===== src/logic/mfr_consts.vh =====
// Constants for the motor fault response block: codes, widths and timing.
// Assumes a single 40 MHz core clock; times are turned into cycle counts in the module.
`ifndef MFR_CONSTS_VH
`define MFR_CONSTS_VH

// Clock
`define MFR_CLK_KHZ 40000
`define MFR_CLK_PERIOD_NS 25

// Deglitch times (least times, rounded up to cycles)
`define MFR_OC_DEG_NS 1000
`define MFR_BUCK_DEG_NS 2000
`define MFR_HWIL_DEG_UNIT_NS 1000

// Retry units and no-motor window, in milliseconds
`define MFR_OC_RETRY_UNIT_MS 5
`define MFR_LOCK_RETRY_TIME_UNIT_MS 100
`define MFR_NOMTR_MS 500

// Widths
`define MFR_SYNC_W 10
`define MFR_DG_W 16
`define MFR_TMR_W 32
`define MFR_SPD_W 16
`define MFR_CUR_W 12

// Synchroniser bit positions
`define MFR_SY_HWIL 6
`define MFR_SY_BUCK 7
`define MFR_SY_VMLOW 8
`define MFR_SY_VMHYS 9

// Overcurrent response codes
`define MFR_OCM_LATCH 2'h0
`define MFR_OCM_RETRY 2'h1
`define MFR_OCM_REPORT 2'h2
`define MFR_OCM_OFF 2'h3

// Lock response code fields
`define MFR_LKM_GRP_RETRY 2'h1
`define MFR_LKFS_HS 2'h2
`define MFR_LKFS_LS 2'h3

// Gate drive state codes
`define MFR_GATE_RUN 2'h0
`define MFR_GATE_OFF 2'h1
`define MFR_GATE_HS 2'h2
`define MFR_GATE_LS 2'h3

// Expected back-EMF is the product scaled down by this field
`define MFR_BEMF_MSB 31
`define MFR_BEMF_LSB 16

`endif


===== src/logic/mfr_fault_core.v =====
// Fault response logic of a three-phase motor driver: overcurrent, buck overcurrent,
// current-limit lock, motor lock with three detectors, and supply floor fault.
// Assumes comparator inputs are asynchronous; estimator values and the clear command
// come from logic on mclk_i.
//
// Functional notes
// - Overcurrent retry mode: FETs off, fault pin low, driver/overcurrent/FET flags set.
// - Retry mode: after retry interval restore drive, release pin, clear driver fault.
// - Overcurrent and per-FET flags stay set until clear-fault command.
// - Buck switch current over limit past deglitch: buck Hi-Z and enter reset.
// - Current-limit lock event when comparator stays high past configured deglitch.
// - Lock codes 00xx latch, pull pin low, FET state from low two bits.
// - Latched lock resumes only when condition gone and clear-fault written.
// - Lock codes 01xx apply FET state, resume and clear flags after retry interval.
// - Lock code 1000 only reports; clears when condition gone and clear written.
// - Lock or motor mode 1xx1 takes no action at all on its event.
// - Motor codes 00xx latch FET state, pin low, flags until condition gone and clear.
// - Motor codes 01xx apply FET state, set flags, resume and clear after retry.
// - Motor code 1000 keeps driving, only reports until condition gone and clear.
// - Any individually enabled lock detector firing raises a motor lock event.
// - Speed detector fires when estimated speed exceeds its threshold.
// - Back-EMF detector fires when estimated-expected difference exceeds threshold.
// - No-motor detector fires when one phase stays below threshold 500 ms.
// - Supply floor response 0: fault latches, FETs Hi-Z until clear-fault.
// - Supply floor response 1: fault clears itself once supply above floor plus 0.5 V.
// - Overcurrent latched mode: FETs off, pin low, resume on condition gone and clear.
`timescale 1ns/1ps
`include "mfr_consts.vh"

module mfr_fault_core #(
    parameter OC_RETRY_UNIT_CYC = `MFR_OC_RETRY_UNIT_MS * `MFR_CLK_KHZ,
    parameter LOCK_RETRY_TIME_UNIT_CYC = `MFR_LOCK_RETRY_TIME_UNIT_MS * `MFR_CLK_KHZ,
    parameter NOMTR_CYC = `MFR_NOMTR_MS * `MFR_CLK_KHZ
) (
    // Clock and reset
    input wire mclk_i,
    input wire rst_n_i,
    // Asynchronous comparator levels
    input wire [5:0] oc_fet_i,
    input wire hw_current_limit_cmp_i,
    input wire buck_oc_i,
    input wire supply_below_floor_i,
    input wire supply_above_floor_hys_i,
    // Configuration
    input wire [1:0] overcurrent_response_sel_i,
    input wire [1:0] overcurrent_retry_time_i,
    input wire [3:0] hw_current_limit_response_sel_i,
    input wire [3:0] hw_current_limit_deglitch_i,
    input wire [3:0] rotor_lock_response_sel_i,
    input wire [1:0] lock_retry_time_i,
    input wire speed_lock_enable_i,
    input wire bemf_lock_enable_i,
    input wire no_motor_enable_i,
    input wire [15:0] speed_lock_threshold_i,
    input wire [15:0] backemf_mismatch_threshold_i,
    input wire [11:0] absent_motor_current_threshold_i,
    input wire [2:0] supply_floor_level_i,
    input wire supply_floor_response_i,
    // Estimator values and command
    input wire motor_running_i,
    input wire [15:0] speed_est_i,
    input wire [15:0] bemf_est_i,
    input wire [15:0] bemf_const_i,
    input wire [35:0] phase_current_i,
    input wire clear_fault_cmd_i,
    // Drive state and fault pin
    output reg [1:0] gate_state_o,
    output reg fault_out_n_o,
    output reg buck_hiz_o,
    output reg reset_req_o,
    // Status flags
    output wire driver_fault_o,
    output wire bridge_overcurrent_flag_o,
    output wire [5:0] fet_overcurrent_flag_o,
    output reg controller_fault_o,
    output wire hw_current_limit_lock_o,
    output wire rotor_lock_flag_o,
    output wire overspeed_lock_o,
    output wire backemf_mismatch_lock_o,
    output wire absent_motor_event_o,
    output reg supply_floor_fault_o
);

    localparam OC_DEG_CYC = (`MFR_OC_DEG_NS + `MFR_CLK_PERIOD_NS - 1) / `MFR_CLK_PERIOD_NS;
    localparam BUCK_DEG_CYC = (`MFR_BUCK_DEG_NS + `MFR_CLK_PERIOD_NS - 1) / `MFR_CLK_PERIOD_NS;
    localparam HWIL_UNIT_CYC = (`MFR_HWIL_DEG_UNIT_NS + `MFR_CLK_PERIOD_NS - 1) / `MFR_CLK_PERIOD_NS;

    reg [`MFR_SYNC_W-1:0] sy_a;
    reg [`MFR_SYNC_W-1:0] sy_b;
    wire [7:0] dg_evt;
    wire [`MFR_DG_W-1:0] dg_lim [0:7];
    wire [31:0] hwil_prod;
    wire [`MFR_TMR_W-1:0] oc_rlim;
    wire [`MFR_TMR_W-1:0] lk_rlim;

    always @(posedge mclk_i) begin
        if (!rst_n_i) begin
            sy_a <= {`MFR_SYNC_W{1'h0}};
            sy_b <= {`MFR_SYNC_W{1'h0}};
        end else begin
            sy_a <= {supply_above_floor_hys_i, supply_below_floor_i, buck_oc_i, hw_current_limit_cmp_i, oc_fet_i};
            sy_b <= sy_a;
        end
    end

    assign hwil_prod = ({28'h0, hw_current_limit_deglitch_i} + 32'h1) * HWIL_UNIT_CYC;
    assign oc_rlim = ({30'h0, overcurrent_retry_time_i} + 32'h1) * OC_RETRY_UNIT_CYC;
    assign lk_rlim = ({30'h0, lock_retry_time_i} + 32'h1) * LOCK_RETRY_TIME_UNIT_CYC;

    // Deglitch: six bridge FETs, current-limit comparator, buck switch
    genvar i;
    generate
        for (i = 0; i < 8; i = i + 1) begin : g_dg
            reg [`MFR_DG_W-1:0] cnt;
            assign dg_lim[i] = (i < 6) ? OC_DEG_CYC[`MFR_DG_W-1:0] :
                               (i == 6) ? hwil_prod[`MFR_DG_W-1:0] : BUCK_DEG_CYC[`MFR_DG_W-1:0];
            // Pulses once per excursion, so a held level is one event
            assign dg_evt[i] = sy_b[i] && (cnt == dg_lim[i] - 16'h1);
            always @(posedge mclk_i) begin
                if (!rst_n_i || !sy_b[i]) begin
                    cnt <= {`MFR_DG_W{1'h0}};
                end else if (cnt != dg_lim[i]) begin
                    cnt <= cnt + 16'h1;
                end
            end
        end
    endgenerate

    // Bridge overcurrent
    reg oc_act;
    reg oc_retry;
    reg [`MFR_TMR_W-1:0] oc_tmr;
    reg drv_flt;
    reg bridge_overcurrent_flag;
    reg [5:0] fet_oc;
    wire oc_any = |dg_evt[5:0];
    wire oc_cond = |sy_b[5:0];
    wire oc_on = overcurrent_response_sel_i != `MFR_OCM_OFF;
    wire oc_shut = (overcurrent_response_sel_i == `MFR_OCM_LATCH) ||
                   (overcurrent_response_sel_i == `MFR_OCM_RETRY);

    always @(posedge mclk_i) begin
        if (!rst_n_i) begin
            oc_act <= 1'h0;
            oc_retry <= 1'h0;
            oc_tmr <= {`MFR_TMR_W{1'h0}};
            drv_flt <= 1'h0;
            bridge_overcurrent_flag <= 1'h0;
            fet_oc <= 6'h00;
        end else begin
            if (clear_fault_cmd_i) begin
                bridge_overcurrent_flag <= 1'h0;
                fet_oc <= 6'h00;
            end
            if (oc_act && oc_retry) begin
                oc_tmr <= oc_tmr + 32'h1;
                if (oc_tmr == oc_rlim - 32'h1) begin
                    oc_act <= 1'h0;
                    drv_flt <= 1'h0;
                end
            end else if (clear_fault_cmd_i && !oc_cond) begin
                oc_act <= 1'h0;
                drv_flt <= 1'h0;
            end
            // Later assignments win: a new event beats a clear in the same cycle
            if (oc_any && oc_on) begin
                bridge_overcurrent_flag <= 1'h1;
                fet_oc <= (clear_fault_cmd_i ? 6'h00 : fet_oc) | dg_evt[5:0];
                drv_flt <= 1'h1;
                if (oc_shut) begin
                    oc_act <= 1'h1;
                    oc_retry <= overcurrent_response_sel_i == `MFR_OCM_RETRY;
                    oc_tmr <= {`MFR_TMR_W{1'h0}};
                end
            end
        end
    end

    // Motor lock detectors
    wire [2:0] det_lvl;
    reg [2:0] det_prev;
    reg [2:0] cnd_flag;
    wire [31:0] bemf_prod = speed_est_i * bemf_const_i;
    wire [15:0] bemf_exp = bemf_prod[`MFR_BEMF_MSB:`MFR_BEMF_LSB];
    wire [15:0] bemf_diff = (bemf_est_i >= bemf_exp) ? bemf_est_i - bemf_exp : bemf_exp - bemf_est_i;
    wire [2:0] nm_hit;

    assign det_lvl[0] = speed_lock_enable_i && motor_running_i && (speed_est_i > speed_lock_threshold_i);
    assign det_lvl[1] = bemf_lock_enable_i && motor_running_i && (bemf_diff > backemf_mismatch_threshold_i);
    assign det_lvl[2] = |nm_hit;

    generate
        for (i = 0; i < 3; i = i + 1) begin : g_nm
            reg [`MFR_TMR_W-1:0] cnt;
            wire low = phase_current_i[i*`MFR_CUR_W +: `MFR_CUR_W] < absent_motor_current_threshold_i;
            assign nm_hit[i] = cnt == NOMTR_CYC;
            always @(posedge mclk_i) begin
                if (!rst_n_i || !(no_motor_enable_i && motor_running_i && low)) begin
                    cnt <= {`MFR_TMR_W{1'h0}};
                end else if (cnt != NOMTR_CYC) begin
                    cnt <= cnt + 32'h1;
                end
            end
        end
    endgenerate

    wire [2:0] det_evt = det_lvl & ~det_prev;
    wire ml_evt = |det_evt;
    wire ml_cond = |det_lvl;

    // Lock responses: index 0 current-limit lock, index 1 motor lock
    wire [1:0] lk_act;
    wire [1:0] lk_flag;
    wire [1:0] lk_rel;
    wire [3:0] lk_fs;
    generate
        for (i = 0; i < 2; i = i + 1) begin : g_lk
            reg act;
            reg flag;
            reg rty;
            reg [1:0] fs;
            reg [`MFR_TMR_W-1:0] tmr;
            wire [3:0] mode = (i == 1) ? rotor_lock_response_sel_i : hw_current_limit_response_sel_i;
            wire ev = (i == 1) ? ml_evt : dg_evt[6];
            wire cond = (i == 1) ? ml_cond : sy_b[`MFR_SY_HWIL];
            wire dis = mode[3] && mode[0];
            wire tmo = act && rty && (tmr == lk_rlim - 32'h1);
            assign lk_rel[i] = tmo || ((!act || !rty) && clear_fault_cmd_i && !cond);
            assign lk_act[i] = act;
            assign lk_flag[i] = flag;
            assign lk_fs[2*i +: 2] = fs;
            always @(posedge mclk_i) begin
                if (!rst_n_i) begin
                    act <= 1'h0;
                    flag <= 1'h0;
                    rty <= 1'h0;
                    fs <= 2'h0;
                    tmr <= {`MFR_TMR_W{1'h0}};
                end else begin
                    if (act && rty) begin
                        tmr <= tmr + 32'h1;
                    end
                    if (lk_rel[i]) begin
                        act <= 1'h0;
                        flag <= 1'h0;
                    end
                    if (ev && !dis) begin
                        flag <= 1'h1;
                        if (!mode[3]) begin
                            act <= 1'h1;
                            rty <= mode[3:2] == `MFR_LKM_GRP_RETRY;
                            fs <= mode[1:0];
                            tmr <= {`MFR_TMR_W{1'h0}};
                        end
                    end
                end
            end
        end
    endgenerate

    always @(posedge mclk_i) begin
        if (!rst_n_i) begin
            det_prev <= 3'h0;
            cnd_flag <= 3'h0;
        end else begin
            det_prev <= det_lvl;
            if (ml_evt && !(rotor_lock_response_sel_i[3] && rotor_lock_response_sel_i[0])) begin
                cnd_flag <= (lk_rel[1] ? 3'h0 : cnd_flag) | det_evt;
            end else if (lk_rel[1]) begin
                cnd_flag <= 3'h0;
            end
        end
    end

    // Supply floor and buck overcurrent
    wire sf_en = supply_floor_level_i != 3'h0;
    always @(posedge mclk_i) begin
        if (!rst_n_i) begin
            supply_floor_fault_o <= 1'h0;
            buck_hiz_o <= 1'h0;
            reset_req_o <= 1'h0;
        end else begin
            if (supply_floor_response_i ? sy_b[`MFR_SY_VMHYS] : clear_fault_cmd_i) begin
                supply_floor_fault_o <= 1'h0;
            end
            if (sf_en && sy_b[`MFR_SY_VMLOW]) begin
                supply_floor_fault_o <= 1'h1;
            end
            // Held until the device reset that the request triggers
            if (dg_evt[7]) begin
                buck_hiz_o <= 1'h1;
                reset_req_o <= 1'h1;
            end
        end
    end

    // Gate state: full shutdowns first, then current-limit lock, then motor lock
    function [1:0] fs_map;
        input [1:0] fs;
        begin
            fs_map = (fs == `MFR_LKFS_HS) ? `MFR_GATE_HS : (fs == `MFR_LKFS_LS) ? `MFR_GATE_LS : `MFR_GATE_OFF;
        end
    endfunction

    reg [1:0] next_gate;
    always @* begin
        next_gate = `MFR_GATE_RUN;
        if (oc_act || supply_floor_fault_o || buck_hiz_o) begin
            next_gate = `MFR_GATE_OFF;
        end else if (lk_act[0]) begin
            next_gate = fs_map(lk_fs[1:0]);
        end else if (lk_act[1]) begin
            next_gate = fs_map(lk_fs[3:2]);
        end
    end

    always @(posedge mclk_i) begin
        if (!rst_n_i) begin
            gate_state_o <= `MFR_GATE_RUN;
            fault_out_n_o <= 1'h1;
            controller_fault_o <= 1'h0;
        end else begin
            gate_state_o <= next_gate;
            fault_out_n_o <= !(oc_act || (|lk_act) || supply_floor_fault_o || buck_hiz_o);
            controller_fault_o <= (|lk_flag) || supply_floor_fault_o;
        end
    end

    assign driver_fault_o = drv_flt;
    assign bridge_overcurrent_flag_o = bridge_overcurrent_flag;
    assign fet_overcurrent_flag_o = fet_oc;
    assign hw_current_limit_lock_o = lk_flag[0];
    assign rotor_lock_flag_o = lk_flag[1];
    assign overspeed_lock_o = cnd_flag[0];
    assign backemf_mismatch_lock_o = cnd_flag[1];
    assign absent_motor_event_o = cnd_flag[2];

endmodule // mfr_fault_core


===== config.mk =====
export PLATFORM = sky130hd
export DESIGN_NAME = mfr_fault_core
export DESIGN_NICKNAME = d
export VERILOG_FILES = /design/src/logic/mfr_fault_core.v
export VERILOG_INCLUDE_DIRS = /design/src /design/src/logic
export SDC_FILE = /design/constraint.sdc
export NUM_CORES = 2
export LEC_CHECK = 0
export BUFFER_PORTS_ARGS = -buffer_cell sky130_fd_sc_hd__buf_4
export CAP_MARGIN = 30
export CORE_UTILIZATION = 35
export CTS_BUF_LIST = sky130_fd_sc_hd__clkbuf_16
export DETAILED_ROUTE_END_ITERATION = 6
export MAX_ROUTING_LAYER = met4
export PLACE_DENSITY = 0.48
export SYNTH_ARGS = -nofsm -noshare
export SYNTH_HDL_FRONTEND = slang
export SYNTH_SLANG_ARGS = --single-unit

===== constraint.sdc =====
create_clock -name mclk_i -period 14.2 [get_ports mclk_i]
set_clock_uncertainty 0.15 [all_clocks]
set_input_delay 1.42 -clock mclk_i [delete_from_list [all_inputs] [get_ports mclk_i]]
set_output_delay 1.42 -clock mclk_i [all_outputs]
set_load 0.02 [all_outputs]

# Word level (Yosys, flattened, before mapping)
# Index checks and enable logic that the tools add are counted.
[word_totals] regBits=372 inputBits=167 word_cells=249
[classes] n_addsub=22 n_mul=4 n_lt_le_gt_ge=6 n_eq_ne=34 n_mux=45 bitwise=7 n_reduce_logical=94
[op_table] cell="$mux 32" count=9
[op_table] cell="$add 32x1->32 const B" count=6
[op_table] cell="$add 16x1->16 const B" count=8
[op_table] cell="$eq 16x6->1 const B" count=6
[op_table] cell="$eq 32x25->1 const B" count=3
[op_table] cell="$eq 32x32->1" count=3
[op_table] cell="$ne 16x6->1 const B" count=6
[op_table] cell="$ne 32x25->1 const B" count=3
[op_table] cell="$lt 12x12->1" count=3
[op_table] cell="$gt 16x16->1" count=2
[op_table] cell="$logic_and 1x1->1" count=32
[op_table] cell="$mul 16x16->32" count=1
[op_table] cell="$sub 16x16->16" count=2
[op_table] cell="$sub 25x1->26 const B" count=1
[op_table] cell="$mux 1" count=25
[op_table] cell="$logic_or 1x1->1" count=22
[op_table] cell="$sub 21x1->22 const B" count=1
[op_table] cell="$logic_not 1->1" count=21
[op_table] cell="$mul 3x14->17 const B" count=1
[op_table] cell="$eq 16x16->1" count=1
[op_table] cell="$eq 16x7->1 const B" count=1
[op_table] cell="$ge 16x16->1" count=1
[op_table] cell="$mux 16" count=1
[op_table] cell="$ne 16x11->1" count=1
[op_table] cell="26 further kinds" count=52

# Depth between registers and ports, before layout
[depth] depth_word=12 depth_mapped=46

# Least setup slack after synthesis
# OpenSTA, ideal clock, no wires.
[synth_path] path_kind="input -> register" from="input speed_est_i[7]" to="register g_lk[1].fs[1]" setup_time_ns=0.120 arrival_ns=10.649 t_required_ns=13.930 setup_slack_ns=3.281 stages=39 n_path_buf=3 path_cell_list="clkbuf_1 nand2_1 fa_1 inv_1 fa_1 fa_1 fa_1 fa_1 inv_1 fa_1 inv_1 ha_1 and3_4 and2_1 a32o_2 o32a_1 o31ai_4 nand2b_1 [... 3 more ...] ha_1 clkbuf_1 a21oi_1 nor2b_1 a2111oi_1 o21ai_1 nor2_1 mux2i_1 o221ai_2 xor2_1 ha_1 nand3_1 nor3_1 a211oi_2 or3_1 buf_2 and3_1 a211o_1"
[synth_between] elab_chain_cells=9
[synth_rtl] element="start, declared" line_no="mfr_fault_core.v:61" source="input wire [15:0] speed_est_i,"
[synth_rtl] element="$mul 16x16->32" line_no="mfr_fault_core.v:183" source="wire [31:0] bemf_prod = speed_est_i * bemf_const_i;"
[synth_rtl] element="$sub 16x16->16 or $ge 16x16->1 (tied branches)" line_no="mfr_fault_core.v:185" source="wire [15:0] bemf_diff = (bemf_est_i >= bemf_exp) ? bemf_est_i - bemf_exp : bemf_exp - bemf_est_i;"
[synth_rtl] element="$mux 16" line_no="mfr_fault_core.v:185"
[synth_rtl] element="$gt 16x16->1" line_no="mfr_fault_core.v:189" source="assign det_lvl[1] = bemf_lock_enable_i && motor_running_i && (bemf_diff > backemf_mismatch_threshold_i);"
[synth_rtl] element="$logic_and 1x1->1" line_no="mfr_fault_core.v:189"
[synth_rtl] element="$and 3x3->3 (*)" line_no="mfr_fault_core.v:207" source="wire [2:0] det_evt = det_lvl & ~det_prev;"
[synth_rtl] element="$reduce_or 3->1 (*)" line_no="mfr_fault_core.v:208" source="wire ml_evt = |det_evt;"
[synth_rtl] element="$logic_and 1x1->1 (*)" line_no="mfr_fault_core.v:247" source="if (ev && !dis) begin"
[synth_rtl] element="$reduce_and 2->1 (no line) (*)"
[synth_rtl] element="end signal, assigned" line_no="mfr_fault_core.v:252" source="fs <= mode[1:0];"
[synth_rtl] element="end, declared" line_no="mfr_fault_core.v:221" source="reg [1:0] fs;"
# Mark *: on every way between the ends. The rest lies on a longest branch, timed or not.
# A chain may end at the register's enable or synchronous reset.

# Worst setup path after layout
[layout_path] from="input speed_est_i[4]" to="register g_lk[1].act"
[layout_between] elab_chain_cells=12
[layout_rtl] element="$mul 16x16->32" line_no="mfr_fault_core.v:183"
[layout_rtl] element="$sub 16x16->16 or $ge 16x16->1 (tied branches)" line_no="mfr_fault_core.v:185"
[layout_rtl] element="$mux 16" line_no="mfr_fault_core.v:185"
[layout_rtl] element="$gt 16x16->1" line_no="mfr_fault_core.v:189"
[layout_rtl] element="$logic_and 1x1->1" line_no="mfr_fault_core.v:189"
[layout_rtl] element="$reduce_or 5->1" line_no="mfr_fault_core.v:209" source="wire ml_cond = |det_lvl;"
[layout_rtl] element="$logic_not 1->1" line_no="mfr_fault_core.v:228" source="assign lk_rel[i] = tmo || ((!act || !rty) && clear_fault_cmd_i && !cond);"
[layout_rtl] element="$logic_and 1x1->1" line_no="mfr_fault_core.v:228"
[layout_rtl] element="$logic_or 1x1->1" line_no="mfr_fault_core.v:228"
[layout_rtl] element="$mux 1" line_no="mfr_fault_core.v:243" source="if (lk_rel[i]) begin"
[layout_rtl] element="$mux 1" line_no="mfr_fault_core.v:249" source="if (!mode[3]) begin"
[layout_rtl] element="$mux 1 (*)" line_no="mfr_fault_core.v:247"
[layout_rtl] element="end signal, assigned" line_no="mfr_fault_core.v:234" source="act <= 1'h0;"
[layout_rtl] element="end signal, assigned" line_no="mfr_fault_core.v:244" source="act <= 1'h0;"
[layout_rtl] element="end signal, assigned" line_no="mfr_fault_core.v:250" source="act <= 1'h1;"
[layout_rtl] element="end, declared" line_no="mfr_fault_core.v:218" source="reg act;"
# Marked as above.

==> metrics.txt <==
# TYPE chip_impl_metric gauge
chip_impl_info{name="path_class",value="input port to flop"} 1
chip_impl_info{name="worst_path_max_delay_cell",value="sky130_fd_sc_hd__a21oi_4"} 1
chip_impl_metric{name="timing_worst_slew_pin_value",unit="ps"} 905
chip_impl_metric{name="die_area",unit="µm²"} 82800
chip_impl_metric{name="timing.slew.headroom",unit=""} 0.395
chip_impl_metric{name="period_share",unit=""} 0.822
chip_impl_metric{name="hold_buffers",unit=""} 0
chip_impl_metric{name="number_of_instances_resized_during_post_cts_repair",unit=""} 0
chip_impl_metric{name="final.setup.tns",unit="ps"} 0
chip_impl_info{name="setup_repair_after_global_routing_missed_its_margin",value="false"} 1
chip_impl_metric{name="synth_warnings",unit=""} 0
chip_impl_metric{name="flow.area_growth_from_synthesis",unit="%"} 12.8
chip_impl_metric{name="fmaxAchievable",unit="MHz"} 85.7
chip_impl_metric{name="place_congestion",unit=""} 0.822
chip_impl_metric{name="dieWidth",unit="µm"} 288
chip_impl_metric{name="synth_area",unit="µm²"} 28600
chip_impl_metric{name="worst_skew_pair.late_latency",unit="ps"} 560
chip_impl_info{name="synth_area_leader_cell",value="sky130_fd_sc_hd__dfxtp_1"} 1
chip_impl_metric{name="place.port_buffers",unit=""} 186
chip_impl_metric{name="drt_first_iter_violations",unit=""} 1082
chip_impl_metric{name="final_net_count",unit=""} 4162
chip_impl_info{name="root_buffer",value="sky130_fd_sc_hd__clkbuf_16"} 1
chip_impl_metric{name="cts_setup_buffers",unit=""} 0
chip_impl_metric{name="route.vias.total",unit=""} 22200
chip_impl_info{name="synth.area.top_cells",value="sky130_fd_sc_hd__dfxtp_1, sky130_fd_sc_hd__fa_1, sky130_fd_sc_hd__ha_1"} 1
chip_impl_metric{name="grt.total_usage",unit=""} 0.171
chip_impl_metric{name="wire_length_of_the_first_global_routing_pass",unit="mm"} 113
chip_impl_metric{name="post_synth_fa_ha_maj_area_fraction",unit=""} 0.246
chip_impl_info{name="critPathMostFrequentCell",value="sky130_fd_sc_hd__fa_1"} 1
chip_impl_metric{name="critical_path.max_fanout",unit=""} 33
chip_impl_metric{name="floorplan.rows",unit=""} 104
chip_impl_metric{name="detailedPlacementHpwl",unit="mm"} 53.8
chip_impl_metric{name="clk_pin_slew_worst_paths",unit="ps"} 60
chip_impl_metric{name="h-tree-depth",unit=""} 2
chip_impl_metric{name="post_synth_inst_count",unit=""} 3410
chip_impl_metric{name="drive_gt1_frac",unit=""} 0.0830
chip_impl_metric{name="yosys.area_share.simple",unit=""} 0.246
chip_impl_info{name="timing.critical_path.to_type",value="flop"} 1
chip_impl_metric{name="wl",unit="mm"} 68.1
chip_impl_metric{name="coreArea",unit="µm²"} 80700
chip_impl_metric{name="cp_data_arrival_time",unit="ps"} 12020
chip_impl_info{name="class_of_the_worst_hold_path",value="flop to flop"} 1
chip_impl_metric{name="number_of_nets_in_the_synthesized_netlist",unit=""} 4021
chip_impl_metric{name="report.final.setup_viol",unit=""} 0
chip_impl_metric{name="antenna_found_initial",unit=""} 3
chip_impl_metric{name="synth.avg_cell_area",unit="µm²"} 8.38
chip_impl_metric{name="starting_density_of_the_core",unit=""} 0.354
chip_impl_metric{name="critPathMaxStageDelay",unit="ps"} 770
chip_impl_metric{name="synth_compound_area_frac",unit=""} 0.0691
chip_impl_metric{name="drc",unit=""} 6
chip_impl_metric{name="die_height",unit="µm"} 288
chip_impl_metric{name="globalRoute.totalOverflow",unit=""} 0
chip_impl_info{name="result_of_the_run",value="complete, but fails checks"} 1
chip_impl_info{name="cts_tree",value="done"} 1
chip_impl_metric{name="ant_nets",unit=""} 0
chip_impl_metric{name="cts_num_sinks",unit=""} 372
chip_impl_metric{name="cap_viol_max_count",unit=""} 0
chip_impl_metric{name="routedWlPerCell",unit="µm"} 14.7
chip_impl_metric{name="synth.ff_latch_count",unit=""} 372
chip_impl_metric{name="worstPathRequired",unit="ps"} 14550
chip_impl_metric{name="synth_enable_flop_cells",unit=""} 0
chip_impl_info{name="combinational_family_with_the_most_area_after_synthesis",value="simple AND/OR/NAND/NOR gates"} 1
chip_impl_metric{name="yosys.area.top_type_share",unit=""} 0.261
chip_impl_metric{name="synth_xor_area_frac",unit=""} 0.105
chip_impl_info{name="timing.critical_path.from_type",value="input port"} 1
chip_impl_metric{name="clock_tree.buffer_depth",unit=""} 3
chip_impl_metric{name="final_period_minus_worst_setup_slack",unit="ps"} 11670
chip_impl_metric{name="asyncSetResetFlopFracSynth",unit=""} 0
chip_impl_info{name="main_synth_ff_type",value="sky130_fd_sc_hd__dfxtp_1"} 1
chip_impl_metric{name="route.detailed.vias_per_inst",unit=""} 4.78
chip_impl_metric{name="first_global_vias",unit=""} 21600
chip_impl_metric{name="final-hold-violation-count",unit=""} 0
chip_impl_metric{name="final_max_slew_viol_count",unit=""} 0
chip_impl_info{name="failed_checks",value="DRC"} 1
chip_impl_metric{name="io_pins",unit=""} 187
chip_impl_metric{name="muxShareOfSynthArea",unit=""} 0.00906
chip_impl_metric{name="dr.pass1.iters",unit=""} 7
chip_impl_metric{name="post_synth_num_cell_types",unit=""} 89
chip_impl_metric{name="cts-buffers-inserted",unit=""} 42
chip_impl_metric{name="grt_start_max_net_pins",unit=""} 34
chip_impl_metric{name="synth.yosys.seq_area_share",unit=""} 0.261
[cell type report]
class | count | area, µm²
clock buffer | 42 | 1050
timing repair buffer | 193 | 1510
clock inverter | 31 | 186
multi-input combinational | 2572 | 19300
antenna | 3 | 7.51
sequential | 372 | 7450
tap | 1060 | 1330
inverter | 370 | 1390
fill | 8420 | 48400
[path summary, 6_finish.rpt]
path / start / to / slack [ps] / cells after the start
min: sy_a[6] / sy_b[6] / 280 / 1
max: speed_est_i[4] / g_lk[1].act / 2530 / 36
min reg2reg: sy_a[6] / sy_b[6] / 280 / 1
max reg2reg: g_nm[2].cnt[0] / g_lk[1].act / 11050 / 9
[Yosys cell counts, types with 7 or more instances]
cell / number
sky130_fd_sc_hd__a211oi_1: 8
sky130_fd_sc_hd__a21o_1: 38
sky130_fd_sc_hd__a21oi_1: 103
sky130_fd_sc_hd__a31oi_1: 9
sky130_fd_sc_hd__and2_1: 147
sky130_fd_sc_hd__and3_1: 66
sky130_fd_sc_hd__and4_1: 10
sky130_fd_sc_hd__buf_2: 13
sky130_fd_sc_hd__clkbuf_1: 74
sky130_fd_sc_hd__dfxtp_1: 372
sky130_fd_sc_hd__fa_1: 197
sky130_fd_sc_hd__ha_1: 247
sky130_fd_sc_hd__inv_1: 370
sky130_fd_sc_hd__mux2_2: 7
sky130_fd_sc_hd__mux2i_1: 18
sky130_fd_sc_hd__nand2_1: 362
sky130_fd_sc_hd__nand2b_1: 16
sky130_fd_sc_hd__nand3_1: 144
sky130_fd_sc_hd__nand4_1: 66
sky130_fd_sc_hd__nor2_1: 419
sky130_fd_sc_hd__nor2b_1: 23
sky130_fd_sc_hd__nor3_1: 64
sky130_fd_sc_hd__nor4_1: 38
sky130_fd_sc_hd__nor4b_1: 15
sky130_fd_sc_hd__o21a_1: 8
sky130_fd_sc_hd__o21ai_0: 67
sky130_fd_sc_hd__o21ai_1: 8
sky130_fd_sc_hd__or2_2: 8
sky130_fd_sc_hd__or3_1: 41
sky130_fd_sc_hd__xnor2_1: 149
sky130_fd_sc_hd__xor2_1: 195
[sequential cells by signal (all words and copies together), names as in the netlist, 2 cells and up]
| name | count |
|---|---|
| g_lk.fs | 4 |
| sy_b | 10 |
| det_prev | 3 |
| cnd_flag | 3 |
| g_dg.cnt | 128 |
| oc_tmr | 32 |
| g_lk.tmr | 64 |
| gate_state_o | 2 |
| fet_overcurrent_flag_o | 6 |
| g_nm.cnt | 96 |
| g_lk.act | 2 |
| sy_a | 10 |
| g_lk.rty | 2 |
[cells in the final DEF (no fill, tap or decap), types with 64 or more instances in the layout]
master	Yosys	routed
sky130_fd_sc_hd__nor2_1	419	419
sky130_fd_sc_hd__inv_1	370	375
sky130_fd_sc_hd__dfxtp_1	372	372
sky130_fd_sc_hd__nand2_1	362	362
sky130_fd_sc_hd__ha_1	247	247
sky130_fd_sc_hd__fa_1	197	197
sky130_fd_sc_hd__xor2_1	195	195
sky130_fd_sc_hd__buf_4	2	190
sky130_fd_sc_hd__xnor2_1	149	149
sky130_fd_sc_hd__and2_1	147	147
sky130_fd_sc_hd__nand3_1	144	144
sky130_fd_sc_hd__a21oi_1	103	103
sky130_fd_sc_hd__o21ai_0	67	67
sky130_fd_sc_hd__and3_1	66	66
sky130_fd_sc_hd__nand4_1	66	66
sky130_fd_sc_hd__nor3_1	64	64
[stage by stage]
step                      hold slack (ps)   util  setup WS [ps]  std cells  instance area [µm²]
after floorplan                       262      -           3280       3410                28600
after global placement                270  0.383           1970       4564                30900
after detailed placement              271  0.384           1920       4567                31000
after CTS                             285  0.400           2500       4640                32200
after global routing                  289  0.400           1890       4643                32200
final                                 280  0.400           2530       4643                32200
[worst max-delay path, delay by kind of cell]
kind / cells / cell delay, ps
adder cells (fa/ha/maj): 9 / 4310
XOR/XNOR: 2 / 320
AND/OR/NAND/NOR: 10 / 2370
AO/OA/AOI/OAI: 11 / 2920
multiplexers: 1 / 370
buffers and inverters: 3 / 280
[routing by layer]
layer | global-route usage | vias up | wire length (µm)
met1 | 0.251 | 10400 | 35700
met5 | - | - | 0
met2 | 0.252 | 247 | 29300
met3 | 0.0218 | 67 | 2100
li1 | - | 11400 | -
met4 | 0.0307 | 0 | 1010
[kinds of logic after synthesis]
family,count (synthesis)
xor+xnor,344
fa+ha+maj,444
compound gates,304
mux,25
simple gates,1455
buf+inv,466
flops,372
Power is left out: the tool's default activity adds up to more than one toggle a clock period on the data nets, which glitch-free logic cannot reach.
